<file path="src/design/rcb_pkg.sv">
// constants, field codes and state encoding of the register test decoder
// assumes one 20 MHz core clock shared with the program-memory fetch
`default_nettype none
package rcb_pkg;

  // ----------------------------------------------------------------
  // opcode nibbles
  // ----------------------------------------------------------------
  localparam logic [3:0] OP_SHORT = 4'h8;
  localparam logic [3:0] OP_GENERAL = 4'h9;
  localparam logic [3:0] FAM_EQ = 4'hA;
  localparam logic [3:0] FAM_MAG = 4'hB;
  localparam int FAM_SPLIT_BIT = 3;
  // supported test codes per family, one bit per third nibble
  localparam logic [15:0] EQ_CODES = 16'h50F7;
  localparam logic [15:0] MAG_CODES = 16'h3333;
  // offset value that stands for the return form
  localparam logic [7:0] OFS_RETURN = 8'h00;

  // ----------------------------------------------------------------
  // field selector codes
  // ----------------------------------------------------------------
  localparam logic [3:0] FS_P = 4'h0;
  localparam logic [3:0] FS_WP = 4'h1;
  localparam logic [3:0] FS_XS = 4'h2;
  localparam logic [3:0] FS_X = 4'h3;
  localparam logic [3:0] FS_S = 4'h4;
  localparam logic [3:0] FS_M = 4'h5;
  localparam logic [3:0] FS_B = 4'h6;
  localparam logic [3:0] FS_W = 4'h7;
  localparam logic [3:0] FS_A = 4'hF;
  localparam logic [15:0] MASK_XS = 16'h0004;
  localparam logic [15:0] MASK_X = 16'h0007;
  localparam logic [15:0] MASK_S = 16'h8000;
  localparam logic [15:0] MASK_M = 16'h7FF8;
  localparam logic [15:0] MASK_B = 16'h0003;
  localparam logic [15:0] MASK_W = 16'hFFFF;
  localparam logic [15:0] MASK_A = 16'h001F;

  // ----------------------------------------------------------------
  // timing and addressing
  // ----------------------------------------------------------------
  localparam logic [5:0] CYC_TAKEN = 6'd13;
  localparam logic [5:0] CYC_NOT_TAKEN = 6'd6;
  localparam logic [5:0] CNT_MAX = 6'h3F;
  localparam logic [19:0] OFS_BASE = 20'h00003;
  localparam logic [19:0] INSTR_LEN = 20'h00005;

  // ----------------------------------------------------------------
  // sequencer states
  // ----------------------------------------------------------------
  typedef enum logic [6:0] {
    ST_IDLE = 7'b0000001,
    ST_FAM = 7'b0000010,
    ST_CODE = 7'b0000100,
    ST_OLO = 7'b0001000,
    ST_OHI = 7'b0010000,
    ST_WAIT = 7'b0100000,
    ST_DONE = 7'b1000000
  } rcb_state_t;

endpackage
`default_nettype wire

</file>
<file path="src/design/rcb_decoder.sv">
// register compare and branch decoder: takes a test opcode nibble by
// nibble, compares fields of A, B, C, D and resolves branch or return
// assumes nibbles come from logic on core_clk, registers stay stable
// while an instruction is in flight
`default_nettype none
module rcb_decoder
  import rcb_pkg::*;
(
  input wire logic core_clk,
  input wire logic reset_n,
  input wire logic clk_en,
  input wire logic nib_valid,
  input wire logic [3:0] nib_data,
  output logic nib_ready,
  input wire logic [19:0] instr_addr,
  input wire logic [63:0] reg_a,
  input wire logic [63:0] reg_b,
  input wire logic [63:0] reg_c,
  input wire logic [63:0] reg_d,
  input wire logic [3:0] ptr_p,
  output logic carry,
  output logic busy,
  output logic done,
  output logic branch_if_true,
  output logic return_if_true,
  output logic unhandled,
  output logic [19:0] next_pc
);

  // ----------------------------------------------------------------
  // field mask helpers
  // ----------------------------------------------------------------
  function automatic logic [15:0] fld_mask(input logic [3:0] fs,
                                           input logic [3:0] p);
    logic [15:0] m;
    m = 16'h0000;
    unique case (fs)
      FS_P: m = 16'h0001 << p;
      FS_WP: m = 16'hFFFF >> (4'hF - p);
      FS_XS: m = MASK_XS;
      FS_X: m = MASK_X;
      FS_S: m = MASK_S;
      FS_M: m = MASK_M;
      FS_B: m = MASK_B;
      FS_W: m = MASK_W;
      default: m = MASK_A;
    endcase
    return m;
  endfunction

  function automatic logic [5:0] nib_count(input logic [15:0] m);
    logic [5:0] n;
    n = 6'd0;
    for (int i = 0; i < 16; i++) begin
      n = n + {5'd0, m[i]};
    end
    return n;
  endfunction

  // ----------------------------------------------------------------
  // state
  // ----------------------------------------------------------------
  rcb_state_t state_q, state_d;
  logic mag_q, mag_d;
  logic [3:0] fs_q, fs_d;
  logic [3:0] code_q, code_d;
  logic [3:0] olo_q, olo_d;
  logic [7:0] ofs_q, ofs_d;
  logic [19:0] addr_q, addr_d;
  logic [5:0] cnt_q, cnt_d;
  logic [5:0] total_q, total_d;
  logic res_q, res_d;
  logic carry_q, carry_d;
  logic done_q, done_d;
  logic goto_q, goto_d;
  logic rtn_q, rtn_d;
  logic unh_q, unh_d;
  logic [19:0] npc_q, npc_d;

  // ----------------------------------------------------------------
  // comparator
  // ----------------------------------------------------------------
  logic [15:0] nmask;
  logic [63:0] wmask;
  logic [63:0] opx, opy;
  logic [63:0] xm, ym;
  logic test_true;
  logic [5:0] d_cyc;

  always_comb begin
    nmask = fld_mask(fs_q, ptr_p);
    for (int i = 0; i < 16; i++) begin
      wmask[i*4 +: 4] = {4{nmask[i]}};
    end
    d_cyc = nib_count(nmask);
  end

  always_comb begin
    // equality pairs A-B, B-C, A-C, C-D by the low code bits
    opx = (code_q[1:0] == 2'd1) ? reg_b :
          (code_q[1:0] == 2'd3) ? reg_c : reg_a;
    opy = (code_q[1:0] == 2'd0) ? reg_b :
          (code_q[1:0] == 2'd3) ? reg_d : reg_c;
    test_true = 1'b0;
    if (mag_q) begin
      // magnitude pairs: A against B, B against C
      opx = code_q[0] ? reg_b : reg_a;
      opy = code_q[0] ? reg_c : reg_b;
    end else if (code_q[3]) begin
      // zero tests: A or C against zero, other codes refused
      opx = code_q[1] ? reg_c : reg_a;
      opy = 64'h0;
    end
    xm = opx & wmask;
    ym = opy & wmask;
    if (mag_q) begin
      unique case (code_q[3:2])
        2'd0: test_true = xm > ym;
        2'd1: test_true = xm < ym;
        2'd2: test_true = xm >= ym;
        2'd3: test_true = xm <= ym;
      endcase
    end else begin
      // equal family: code bit 2 selects unequal
      unique case (code_q[3:2])
        2'd0: test_true = xm == ym;
        2'd1: test_true = xm != ym;
        2'd2: test_true = xm == ym;
        2'd3: test_true = xm != ym;
      endcase
    end
  end

  // ----------------------------------------------------------------
  // sequencer
  // ----------------------------------------------------------------
  logic take;
  logic [15:0] legal;

  always_comb begin
    nib_ready = state_q == ST_IDLE || state_q == ST_FAM ||
                state_q == ST_CODE || state_q == ST_OLO ||
                state_q == ST_OHI;
    take = nib_ready && nib_valid;
    legal = mag_q ? MAG_CODES : EQ_CODES;
    state_d = state_q;
    mag_d = mag_q;
    fs_d = fs_q;
    code_d = code_q;
    olo_d = olo_q;
    ofs_d = ofs_q;
    addr_d = addr_q;
    total_d = total_q;
    res_d = res_q;
    carry_d = carry_q;
    npc_d = npc_q;
    done_d = 1'b0;
    goto_d = 1'b0;
    rtn_d = 1'b0;
    unh_d = 1'b0;
    // elapsed cycles since the first nibble, counting on through stalls and saturating at CNT_MAX
    cnt_d = (cnt_q == CNT_MAX) ? cnt_q : cnt_q + 6'd1;
    unique case (state_q)
      ST_IDLE: begin
        cnt_d = 6'd0;
        if (take) begin
          cnt_d = 6'd1;
          addr_d = instr_addr;
          if (nib_data == OP_SHORT) begin
            fs_d = FS_A;
            state_d = ST_FAM;
          end else if (nib_data == OP_GENERAL) begin
            fs_d = FS_W;
            state_d = ST_FAM;
          end else begin
            unh_d = 1'b1;
            done_d = 1'b1;
            state_d = ST_DONE;
          end
        end
      end
      ST_FAM: begin
        if (take) begin
          state_d = ST_CODE;
          if (fs_q == FS_A) begin
            mag_d = nib_data == FAM_MAG;
            if (nib_data != FAM_EQ && nib_data != FAM_MAG) begin
              unh_d = 1'b1;
              done_d = 1'b1;
              state_d = ST_DONE;
            end
          end else begin
            // field in low bits, family in the top bit
            mag_d = nib_data[FAM_SPLIT_BIT];
            fs_d = {1'b0, nib_data[2:0]};
          end
        end
      end
      ST_CODE: begin
        if (take) begin
          code_d = nib_data;
          state_d = ST_OLO;
          if (!legal[nib_data]) begin
            unh_d = 1'b1;
            done_d = 1'b1;
            state_d = ST_DONE;
          end
        end
      end
      ST_OLO: begin
        if (take) begin
          olo_d = nib_data;
          state_d = ST_OHI;
        end
      end
      ST_OHI: begin
        if (take) begin
          ofs_d = {nib_data, olo_q};
          res_d = test_true;
          total_d = (test_true ? CYC_TAKEN : CYC_NOT_TAKEN) + d_cyc;
          state_d = ST_WAIT;
        end
      end
      ST_WAIT: begin
        // done stands in the last cycle of the instruction
        if (cnt_q >= total_q - 6'd2) begin
          state_d = ST_DONE;
          done_d = 1'b1;
          carry_d = res_q;
          npc_d = addr_q + INSTR_LEN;
          if (res_q) begin
            if (ofs_q == OFS_RETURN) begin
              rtn_d = 1'b1;
            end else begin
              goto_d = 1'b1;
              npc_d = addr_q + OFS_BASE + {{12{ofs_q[7]}}, ofs_q};
            end
          end
        end
      end
      ST_DONE: begin
        state_d = ST_IDLE;
        cnt_d = 6'd0;
      end
      default: begin
        state_d = ST_IDLE;
        cnt_d = 6'd0;
      end
    endcase
  end

  always_ff @(posedge core_clk or negedge reset_n) begin
    if (!reset_n) begin
      state_q <= ST_IDLE;
      mag_q <= 1'b0;
      fs_q <= FS_A;
      code_q <= 4'h0;
      olo_q <= 4'h0;
      ofs_q <= 8'h00;
      addr_q <= 20'h00000;
      cnt_q <= 6'd0;
      total_q <= CYC_NOT_TAKEN;
      res_q <= 1'b0;
      carry_q <= 1'b0;
      done_q <= 1'b0;
      goto_q <= 1'b0;
      rtn_q <= 1'b0;
      unh_q <= 1'b0;
      npc_q <= 20'h00000;
    end else if (clk_en) begin
      state_q <= state_d;
      mag_q <= mag_d;
      fs_q <= fs_d;
      code_q <= code_d;
      olo_q <= olo_d;
      ofs_q <= ofs_d;
      addr_q <= addr_d;
      cnt_q <= cnt_d;
      total_q <= total_d;
      res_q <= res_d;
      carry_q <= carry_d;
      done_q <= done_d;
      goto_q <= goto_d;
      rtn_q <= rtn_d;
      unh_q <= unh_d;
      npc_q <= npc_d;
    end
  end

  assign carry = carry_q;
  assign busy = state_q != ST_IDLE;
  assign done = done_q;
  assign branch_if_true = goto_q;
  assign return_if_true = rtn_q;
  assign unhandled = unh_q;
  assign next_pc = npc_q;

endmodule
`default_nettype wire

</file>
<file path="config.mk">
export PLATFORM = sky130hd
export DESIGN_NAME = rcb_decoder
export DESIGN_NICKNAME = d
export VERILOG_FILES = /design/src/design/rcb_pkg.sv /design/src/design/rcb_decoder.sv
export SDC_FILE = /design/constraint.sdc
export NUM_CORES = 1
export LEC_CHECK = 0
export BUFFER_PORTS_ARGS = -buffer_cell sky130_fd_sc_hd__buf_2
export CAP_MARGIN = 10
export CORE_AREA = 2 2 178 180
export CTS_CLUSTER_DIAMETER = 40
export DETAILED_ROUTE_END_ITERATION = 10
export DIE_AREA = 0 0 180 182
export GPL_TIMING_DRIVEN = 1
export PLACE_DENSITY = 0.72
export SLEW_MARGIN = 15
export SYNTH_ARGS = -nofsm -noshare
export SYNTH_HDL_FRONTEND = slang
export SYNTH_SLANG_ARGS = --single-unit
</file>
<file path="constraint.sdc">
create_clock -name core_clk -period 16.5 [get_ports core_clk]
set_input_delay 1.65 -clock core_clk [delete_from_list [all_inputs] [get_ports core_clk]]
set_output_delay 1.65 -clock core_clk [all_outputs]
set_load 0.01 [all_outputs]
</file>
==> qor.txt, run 1 <==
Die ar. - 32800 sq um
Synth top area share - 0.143
Critical path capture point type - register
Ports - 315
Fin crit share - 0.531
Die H - 182 microns
Crit path launch type - register
Worst Path Class, Setup - reg2reg
Final #Nets - 2463
Top cells by count, synth - nand2_1, mux2i_1, a21oi_1, nor2_1, o21ai_0
Logic pwr share - 0.820
Data arrival, critical path - 9000 ps
CORE AREA - 31000 sq um
Site Rows - 65
Num CTS Buffers - 9
CP bufs+invs - 3
Max IR drop VDD - 0.232 mV
Vias - 15200
Clock skew - 11.0 ps
Post-synth ARST share - 1.00
Most common flop cell mapped by yosys - dfrtp_1
R2R Setup Slk - 7740 ps
CP delay by family, top - adder cells
Sw Share - 0.543
Initial DRC count - 1409
Worst EP required - 16740 ps
Vias in the first global route - 14300
Synth warn - 0
Initial Util - 0.445
Hold buffers post-CTS - 0
Clk buf depth - 2
Clock transition at the registers of the reported paths - 60 ps
Flop pwr share - 0.112
Clk Latency, worst-skew pair - 350 ps
Die width - 180 microns
Drt pass-1 iters - 7
Post-DP HPWL - 38700 microns
Synth area leader - dfrtp_1
Worst Max-Slew Pin Slew - 1190 ps
GP Congestion - 1.04
Initial antenna violation count - 10
Final core utilization - 0.513
FF+latch area - 2170 sq um
Layout Area Growth over Synthesis - 15.4%
Placed cell area - 15500 sq um
Setup TNS - 0 ps
Sequential share of the synthesized area - 0.157
Cell variety after synth - 75
Critical Path Fanout Max - 68
Cell with the most instances after synthesis - nand2_1
Placed cells - 2437
Fin Hold WS - 469 ps
Total wire length - 49700 microns
Wire per inst - 20.2 microns
Layout cell share with drive strength beyond 1 - 0.221
Residual DRC count - 0
First-pass GRT wire length - 77000 microns
Slew margin rel. - 0.197
HP Class - reg2reg
Post-route ant nets - 0
RSZ-0062 raised after global routing - no
Slowest CP cell - dfrtp_4
Largest net degree at the start of global routing - 100
Min cycle time layout - 8760 ps
Post-route cell area - 15900 sq um
Area of the multi-input gates - 10900 sq um
P per Cell Area - 213 nW/um^2
CTS sink cnt - 86
Max-cap violations - 0
Synth area leaders - dfrtp_1, mux2i_1, ha_1
Final Power - 3.39 mW
Final WS setup - 7740 ps
Final Non-Filler Cells - 2463
Final Slew Violations - 0
Dpl ws - 7930 ps
Filler cell count - 3044
Post-Syn Area - 13800 sq um
Leak - 7.09 nW
Root Buffer - clkbuf_16
Syn_nets - 2247
Mean Syn Cell Area - 7.53 sq um
H-tree depth - 3
Status - finished, final reports clean
Clk pwr share - 0.069
Post CTS Setup Buffer Count - 0
Design internal power - 1.55 mW
# resized after CTS - 0
Critical path's largest stage delay - 900 ps
TritonCTS clock tree - done
Total gr overflow - 0
Vias per cell - 6.17
Sw power - 1.84 mW
Setup violators final - 0
Fmax - 0.114 GHz
Synth Register Bits - 86
I/O Buffers - 314
Cell repeated most along the worst path - fa_1
Cells after synthesis - 1830
Final hold vios - 0
Post-synth EDFFs - 0
GRT Util Overall - 0.289
[cell families (layout without fill, tap and decap cells)]
logic type | after synthesis | count (layout) | synth area share
adders and majority gates | 129 | 129 | 0.124
other | 0 | 10 | 0
muxes | 229 | 229 | 0.173
buffers and inverters | 189 | 410 | 0.0526
xor gates and xnor gates | 38 | 38 | 0.0242
DFF | 86 | 86 | 0.157
AOI/OAI and AO/OA | 594 | 594 | 0.278
and+or+nand+nor | 565 | 565 | 0.191
[registers in the layout (all words and copies together), names as in the netlist]
signal,cells
code_q,4
carry,1
next_pc,20
done,1
ofs_q,8
fs_q,4
cnt_q,6
total_q,6
state_q,7
branch_if_true,1
unhandled,1
mag_q,1
addr_q,20
return_if_true,1
res_q,1
olo_q,4
[layer usage]
layer	track usage	vias up	part of all wire	routed length, microns
met3	0.0471	120	0.069	3450
met1	0.373	7162	0.42	21000
met4	0.101	4	0.034	1670
met2	0.489	664	0.47	23500
met5	0	-	0.00054	27
li1	-	7239	-	-
[cell usage in the layout, fill, tap and decap left out, drive strengths merged, types with 9 or more instances in the layout]
master	instances
xnor2	22
o211ai	55
nand2	213
o22a	24
nand4	24
a211oi	85
and2	51
a31oi	14
and3	12
nand3	28
fa	13
nor2b	18
clkbuf	9
a21oi	149
buf	334
a221oi	13
o22ai	31
ha	116
o32a	9
nand2b	25
mux2	73
diode	10
nor2	147
xor2	16
a21o	15
mux2i	156
inv	60
o21ai	141
nor3	16
dfrtp	79
[final timing paths]
| check | to | startpoint | depth (start not counted) |
|---|---|---|---|
| max in group asynchronous | mag_q$_DFFE_PN0P_ | reset_n | 2 |
| worst max register to register | total_q[4]$_DFFE_PN0P_ | code_q[0]$_DFFE_PN0P_ | 26 |
| worst min register to register | carry$_DFFE_PN0P_ | carry$_DFFE_PN0P_ | 2 |
| min in group asynchronous | next_pc[18]$_DFFE_PN0P_ | reset_n | 1 |
| worst min-delay path | carry$_DFFE_PN0P_ | carry$_DFFE_PN0P_ | 2 |
| worst max-delay path | total_q[4]$_DFFE_PN0P_ | code_q[0]$_DFFE_PN0P_ | 26 |
[power by group through the flow]
stage	registers [mW]	logic, mW	clock network [mW]
global placement	0.375	2.64	0
CTS	0.374	2.71	0.236
floorplan	0.301	2.02	0
detailed placement	0.378	2.69	0
finish	0.378	2.77	0.233
global route	0.388	3.04	0.245
[worst register-to-register path, delay by kind of cell (launching register included)]
| family | cells | cell delay [ps] |
|---|---|---|
| fa+ha+maj | 6 | 2570 |
| compound gates | 5 | 1150 |
| buf+inv | 3 | 1520 |
| flops | 1 | 900 |
| simple gates | 12 | 2510 |
[cell type report]
| type | instances | area share |
|---|---|---|
| clock buffers | 9 | 0.0142 |
| inverters | 60 | 0.0142 |
| multi-input cells | 1555 | 0.686 |
| repair buffers | 334 | 0.108 |
| well taps | 402 | 0.0316 |
| flip-flops and latches | 86 | 0.137 |
| diodes | 10 | 0.00157 |
| clock inverters | 7 | 0.00708 |
Note: power is estimated with default switching activity, not from simulation.
==> run 2: changes to the inputs <==
Settings changed: ABC_AREA set to 1, CORE_AREA 2 2 178 180 to 2 2 177 179, DIE_AREA 0 0 180 182 to 0 0 179 181.
Clock period 16.5 ns to 8.8 ns, I/O delays scaled along.
==> qor.txt, run 2 <==
Status - finished, final reports clean (unchanged)
Clk buf depth - 2 (unchanged)
Initial antenna violation count - 3 (was 10)
Top cells by count, synth - nand2_1, o21ai_0, inv_1, a21oi_1, nor2_1 (was nand2_1, mux2i_1, a21oi_1, nor2_1, o21ai_0)
Post-Syn Area - 13500 sq um (was 13800 sq um)
Leak - 7.94 nW (was 7.09 nW)
Sequential share of the synthesized area - 0.160 (was 0.157)
Clk pwr share - 0.073 (was 0.069)
Crit path launch type - register (unchanged)
Synth area leader - nand2_1 (was dfrtp_1)
H-tree depth - 3 (unchanged)
Max IR drop VDD - 0.180 mV (was 0.232 mV)
Placed cell area - 15300 sq um (was 15500 sq um)
Ports - 315 (unchanged)
Setup violators final - 0 (unchanged)
R2R Path Start - code_q[0]$_DFFE_PN0P_ (unchanged)
Cell variety after synth - 58 (was 75)
GP Congestion - 0.930 (was 1.04)
Final hold vios - 0 (unchanged)
Post-synth EDFFs - 0 (unchanged)
Clk Latency, worst-skew pair - 350 ps (about the same)
Clock transition at the registers of the reported paths - 70 ps (was 60 ps)
Reg2reg end - total_q[4]$_DFFE_PN0P_ (unchanged)
Cell repeated most along the worst path - nand2_1 (was fa_1)
Post CTS Setup Buffer Count - 0 (unchanged)
Initial Util - 0.444 (was 0.445)
Site Rows - 64 (was 65)
Die ar. - 32400 sq um (was 32800 sq um)
R2R Setup Slk - 1070 ps (was 7740 ps)
Layout Area Growth over Synthesis - 15.7% (was 15.4%)
Vias - 16900 (was 15200)
Dpl ws - 1210 ps (was 7930 ps)
Critical path's largest stage delay - 890 ps (was 900 ps)
Final Non-Filler Cells - 2873 (was 2463)
Placed cells - 2855 (was 2437)
Fin crit share - 0.879 (was 0.531)
Synth Register Bits - 86 (unchanged)
Reg2Reg Depth - 29 (was 26)
Layout cell share with drive strength beyond 1 - 0.166 (was 0.221)
Initial DRC count - 1592 (was 1409)
Cells after synthesis - 2241 (was 1830)
Most frequent cells in the layout - nand2_1, buf_2, o21ai_0, inv_1, a21oi_1 (was buf_2, nand2_1, mux2i_1, a21oi_1, nor2_1)
Syn_nets - 2658 (was 2247)
Logic pwr share - 0.811 (was 0.820)
Total wire length - 52800 microns (was 49700 microns)
Post-route ant nets - 0 (unchanged)
Clock skew - 8.79 ps (was 11.0 ps)
TritonCTS clock tree - done (unchanged)
Final WS setup - 1070 ps (was 7740 ps)
Critical path capture point type - register (unchanged)
Filler cell count - 3186 (was 3044)
Flop pwr share - 0.117 (was 0.112)
Max-cap violations - 0 (unchanged)
Synth area leaders - nand2_1, dfrtp_1, o21ai_0 (was dfrtp_1, mux2i_1, ha_1)
Fin Hold WS - 414 ps (was 469 ps)
Worst Path Class, Setup - reg2reg (unchanged)
CTS sink cnt - 86 (unchanged)
Worst Max-Slew Pin Slew - 1160 ps (was 1190 ps)
Vias in the first global route - 16000 (was 14300)
Wire per inst - 18.4 microns (was 20.2 microns)
CORE AREA - 30300 sq um (was 31000 sq um)
Synth warn - 0 (unchanged)
Slew margin rel. - 0.221 (was 0.197)
Fmax - 0.129 GHz (was 0.114 GHz)
Sw Share - 0.569 (was 0.543)
Num CTS Buffers - 9 (unchanged)
Post-synth ARST share - 1.00 (unchanged)
# resized after CTS - 0 (unchanged)
Die H - 181 microns (was 182 microns)
Most common flop cell mapped by yosys - dfrtp_1 (unchanged)
Residual DRC count - 0 (unchanged)
Post-route cell area - 15600 sq um (was 15900 sq um)
GRT Util Overall - 0.320 (was 0.289)
Design internal power - 2.44 mW (was 1.55 mW)
Total gr overflow - 0 (unchanged)
Largest net degree at the start of global routing - 100 (unchanged)
First-pass GRT wire length - 83000 microns (was 77000 microns)
Mean Syn Cell Area - 6.02 sq um (was 7.53 sq um)
Drt pass-1 iters - 8 (was 7)
Setup TNS - 0 ps (unchanged)
RSZ-0062 raised after global routing - no (unchanged)
Min cycle time layout - 7730 ps (was 8760 ps)
Root Buffer - clkbuf_16 (unchanged)
Die width - 179 microns (was 180 microns)
Final Slew Violations - 0 (unchanged)
Data arrival, critical path - 7980 ps (was 9000 ps)
Critical Path Fanout Max - 66 (was 68)
Most common cell after layout, fill and taps aside - nand2_1 (was buf_2)
Hold buffers post-CTS - 0 (unchanged)
Final core utilization - 0.514 (was 0.513)
Final Power - 5.67 mW (was 3.39 mW)
Vias per cell - 5.90 (was 6.17)
Slowest CP cell - dfrtp_4 (unchanged)
HP Class - in2async (was reg2reg)
Cell with the most instances after synthesis - nand2_1 (unchanged)
Sw power - 3.23 mW (was 1.84 mW)
Final #Nets - 2887 (was 2463)
Post-DP HPWL - 40400 microns (was 38700 microns)
Worst EP required - 9040 ps (was 16740 ps)
P per Cell Area - 363 nW/um^2 (was 213 nW/um^2)
Synth top area share - 0.147 (was 0.143)
I/O Buffers - 314 (unchanged)
[run 2: changes by cell type in the layout (fill, tap and decap cells not counted), moves of 32 or more]
cell / change
nand2_1: +316
a211oi_1: -83
o21ai_0: +152
and2_1: -49
nand3_1: +82
mux2i_1: -156
nor2_1: +32
mux2_2: -73
inv_1: +199
a21oi_1: +60
[run 2: metal layers]
layer | vias up | wire, microns | GRT usage | part of all wire
li1 | 8123 | - | - | -
met1 | 7750 | 21000 | 0.412 | 0.40
met4 | 6 | 2320 | 0.139 | 0.044
met2 | 919 | 24300 | 0.524 | 0.46
met3 | 142 | 5150 | 0.0547 | 0.098
met5 | - | 34 | 0 | 0.00064
[run 2: power by group through the flow]
| stage | sequential [mW] | combinational, mW | clock (mW) |
|---|---|---|---|
| final | 0.661 | 4.59 | 0.412 |
| after global placement | 0.658 | 4.43 | 0 |
| after floorplan | 0.570 | 3.38 | 0 |
| after detailed placement | 0.662 | 4.50 | 0 |
| after global routing | 0.676 | 5.20 | 0.439 |
| after CTS | 0.655 | 4.53 | 0.417 |
[run 2: how the worst max path moves through the flow]
stage,startpoint,end,slack [ps],cells after the start
CTS,code_q[0]$_DFFE_PN0P_,total_q[4]$_DFFE_PN0P_,1190,29
detailed placement,code_q[0]$_DFFE_PN0P_,total_q[4]$_DFFE_PN0P_,1210,29
finish,code_q[0]$_DFFE_PN0P_,total_q[4]$_DFFE_PN0P_,1070,29
global route,code_q[0]$_DFFE_PN0P_,total_q[4]$_DFFE_PN0P_,590,29
floorplan,ptr_p[3],total_q[4]$_DFFE_PN0P_,2890,29
global placement,ptr_p[1],total_q[4]$_DFFE_PN0P_,1390,29
[run 2: cell type report]
cell class | instances | area [sq um] | share of cell area
diodes | 2 | 5.00 | 0.000321
repair buffers | 339 | 1770 | 0.114
multi-input cells | 1766 | 9830 | 0.630
clock inverters | 5 | 83.8 | 0.00537
flip-flops and latches | 86 | 2170 | 0.139
inverters | 268 | 1010 | 0.0646
clock buffers | 11 | 233 | 0.0149
well taps | 396 | 495 | 0.0318
[run 2: worst max-delay path: cells and delay by family, from the launching register on]
family,cells,cell delay (ps)
AND/OR/NAND/NOR,14,2480
buffers and inverters,4,1030
AO/OA/AOI/OAI,5,570
flip-flops,1,890
adder cells (fa/ha/maj),6,2610
[run 2: cells by family after synthesis]
kind of cell,count (synthesis),synth area share
flip-flops,86,0.160
XOR/XNOR,27,0.0175
multiplexers,2,0.00223
adder cells (fa/ha/maj),129,0.127
AND/OR/NAND/NOR,907,0.283
buffers and inverters,389,0.111
AO/OA/AOI/OAI,701,0.300
==> run 3: changes to the inputs <==
Settings changed: CORE_AREA 2 2 177 179 to 2 2 215 217, DIE_AREA 0 0 179 181 to 0 0 217 219, PLACE_DENSITY 0.72 to 0.53.
==> qor.txt, run 3 (synthesis results as in run 2) <==
HP Class - in2async (unchanged)
Post CTS Setup Buffer Count - 0 (unchanged)
Critical Path Fanout Max - 47 (was 66)
CORE AREA - 45100 sq um (was 30300 sq um)
Critical path origin - code_q[0]$_DFFE_PN0P_ (unchanged)
Vias per cell - 5.44 (was 5.90)
Worst Max-Slew Pin Slew - 1140 ps (was 1160 ps)
Initial DRC count - 1483 (was 1592)
Slowest CP cell - dfrtp_4 (unchanged)
Initial antenna violation count - 14 (was 3)
Max-cap violations - 0 (unchanged)
GP Congestion - 0.940 (was 0.930)
RSZ-0062 raised after global routing - no (unchanged)
GR peak layer - met2 (unchanged)
Fin crit share - 0.842 (was 0.879)
CP delay by family, top - adder cells (unchanged)
Most common cell after layout, fill and taps aside - nand2_1 (unchanged)
Drt pass-1 iters - 5 (was 8)
Final hold vios - 0 (unchanged)
Worst Path Class, Setup - reg2reg (unchanged)
Data arrival, critical path - 7650 ps (was 7980 ps)
Final Power - 5.72 mW (was 5.67 mW)
H-tree depth - 3 (unchanged)
Ports - 315 (unchanged)
Critical path's largest stage delay - 690 ps (was 890 ps)
First-pass GRT wire length - 91400 microns (was 83000 microns)
Reg2Reg Depth - 28 (was 29)
Clk Latency, worst-skew pair - 350 ps (about the same)
Wire per inst - 19.2 microns (was 18.4 microns)
Die width - 217 microns (was 179 microns)
Reg2reg end - total_q[4]$_DFFE_PN0P_ (unchanged)
Fin Hold WS - 407 ps (was 414 ps)
Setup violators final - 0 (unchanged)
Clock transition at the registers of the reported paths - 70 ps (about the same)
Site Rows - 78 (was 64)
Setup TNS - 0 ps (unchanged)
Die ar. - 47500 sq um (was 32400 sq um)
R2R Setup Slk - 1390 ps (was 1070 ps)
Residual DRC count - 0 (unchanged)
Filler cell count - 5010 (was 3186)
GRT Util Overall - 0.245 (was 0.320)
P per Cell Area - 361 nW/um^2 (was 363 nW/um^2)
Root Buffer - clkbuf_16 (unchanged)
I/O Buffers - 314 (unchanged)
Post-DP HPWL - 45700 microns (was 40400 microns)
Vias in the first global route - 16000 (about the same)
Met3 Usage GRT - 0.0417 (was 0.0547)
Clock skew - 15.8 ps (was 8.79 ps)
TritonCTS clock tree - done (unchanged)
Die H - 219 microns (was 181 microns)
Critical path capture point type - register (unchanged)
Leak - 7.94 nW (about the same)
Min cycle time layout - 7410 ps (was 7730 ps)
Total wire length - 59300 microns (was 52800 microns)
Critical Path Stages - 28 (was 29)
Fmax - 0.135 GHz (was 0.129 GHz)
Num CTS Buffers - 9 (unchanged)
Most frequent cells in the layout - nand2_1, buf_2, o21ai_0, inv_1, a21oi_1 (unchanged)
Max IR drop VDD - 0.196 mV (was 0.180 mV)
Final Slew Violations - 0 (unchanged)
Status - finished, final reports clean (unchanged)
R2R Path Start - code_q[0]$_DFFE_PN0P_ (unchanged)
Met2 Resource Use GR - 0.411 (was 0.524)
Vias - 16800 (was 16900)
Slew margin rel. - 0.234 (was 0.221)
Post-route ant nets - 0 (unchanged)
Critical Path Sink - total_q[4]$_DFFE_PN0P_ (unchanged)
Layout Area Growth over Synthesis - 17.7% (was 15.7%)
Clk buf depth - 2 (unchanged)
Cell repeated most along the worst path - fa_1 (was nand2_1)
Total gr overflow - 0 (unchanged)
Final #Nets - 2890 (was 2887)
CP bufs+invs - 5 (was 4)
Largest net degree at the start of global routing - 85 (was 100)
Crit path launch type - register (unchanged)
Layout cell share with drive strength beyond 1 - 0.168 (was 0.166)
Met1 Usage GRT - 0.319 (was 0.412)
# resized after CTS - 0 (unchanged)
Worst EP required - 9040 ps (about the same)
Initial Util - 0.299 (was 0.444)
CTS sink cnt - 86 (unchanged)
Hold buffers post-CTS - 0 (unchanged)
==> run 3: through the flow <==
stage,setup WS [ps],std cells,util,cell area [sq um]
6_report,1390,3085,0.352,15900
5_1_grt,1040,3080,0.352,15900
4_1_cts,1550,3078,0.351,15800
3_5_place_dp,1480,3062,0.345,15600
3_3_place_gp,1510,3062,0.345,15600
2_1_floorplan,2890,2241,-,13500
==> run 3: area by class of cell <==
type | count | area (sq um) | share of cell area
antenna | 7 | 17.5 | 0.00110
sequential | 86 | 2170 | 0.137
inverter | 268 | 1010 | 0.0636
multi-input combinational | 1766 | 9830 | 0.620
clock buffer | 12 | 256 | 0.0162
timing repair buffer | 342 | 1800 | 0.113
clock inverter | 4 | 30.0 | 0.00189
tap | 600 | 751 | 0.0473
==> run 3: worst register-to-register path: cells and delay by family (launching register included) <==
family                     cells  cell delay (ps)
AOI/OAI and AO/OA              5              510
adders and majority gates      6             2460
buffers and inverters          5             1700
DFF                            1              690
and+or+nand+nor               12             1930
==> run 3: metal layers <==
layer,up-vias,part of all wire
li1,8148,-
met1,7809,0.43
met2,695,0.46
met3,114,0.077
met4,14,0.031
met5,-,0.0018
==> run 3: where the power goes <==
group          switching (mW)  internal [mW]  total [mW]
logic                    3.00           1.71        4.70
registers               0.156          0.490       0.645
clock network           0.163          0.208       0.371
==> run 3: how the worst min path moves through the flow <==
| stage | startpoint | endpoint | slack, ps | depth (start not counted) |
|---|---|---|---|---|
| finish | reset_n | cnt_q[5]$_DFFE_PN0P_ | 410 | 1 |
| global route | reset_n | cnt_q[5]$_DFFE_PN0P_ | 420 | 1 |
| CTS | reset_n | cnt_q[5]$_DFFE_PN0P_ | 410 | 1 |
| detailed placement | next_pc[14]$_DFFE_PN0P_ | next_pc[14]$_DFFE_PN0P_ | 460 | 2 |
| global placement | next_pc[16]$_DFFE_PN0P_ | next_pc[16]$_DFFE_PN0P_ | 460 | 2 |
| floorplan | olo_q[0]$_DFFE_PN0P_ | ofs_q[0]$_DFFE_PN0P_ | 450 | 2 |
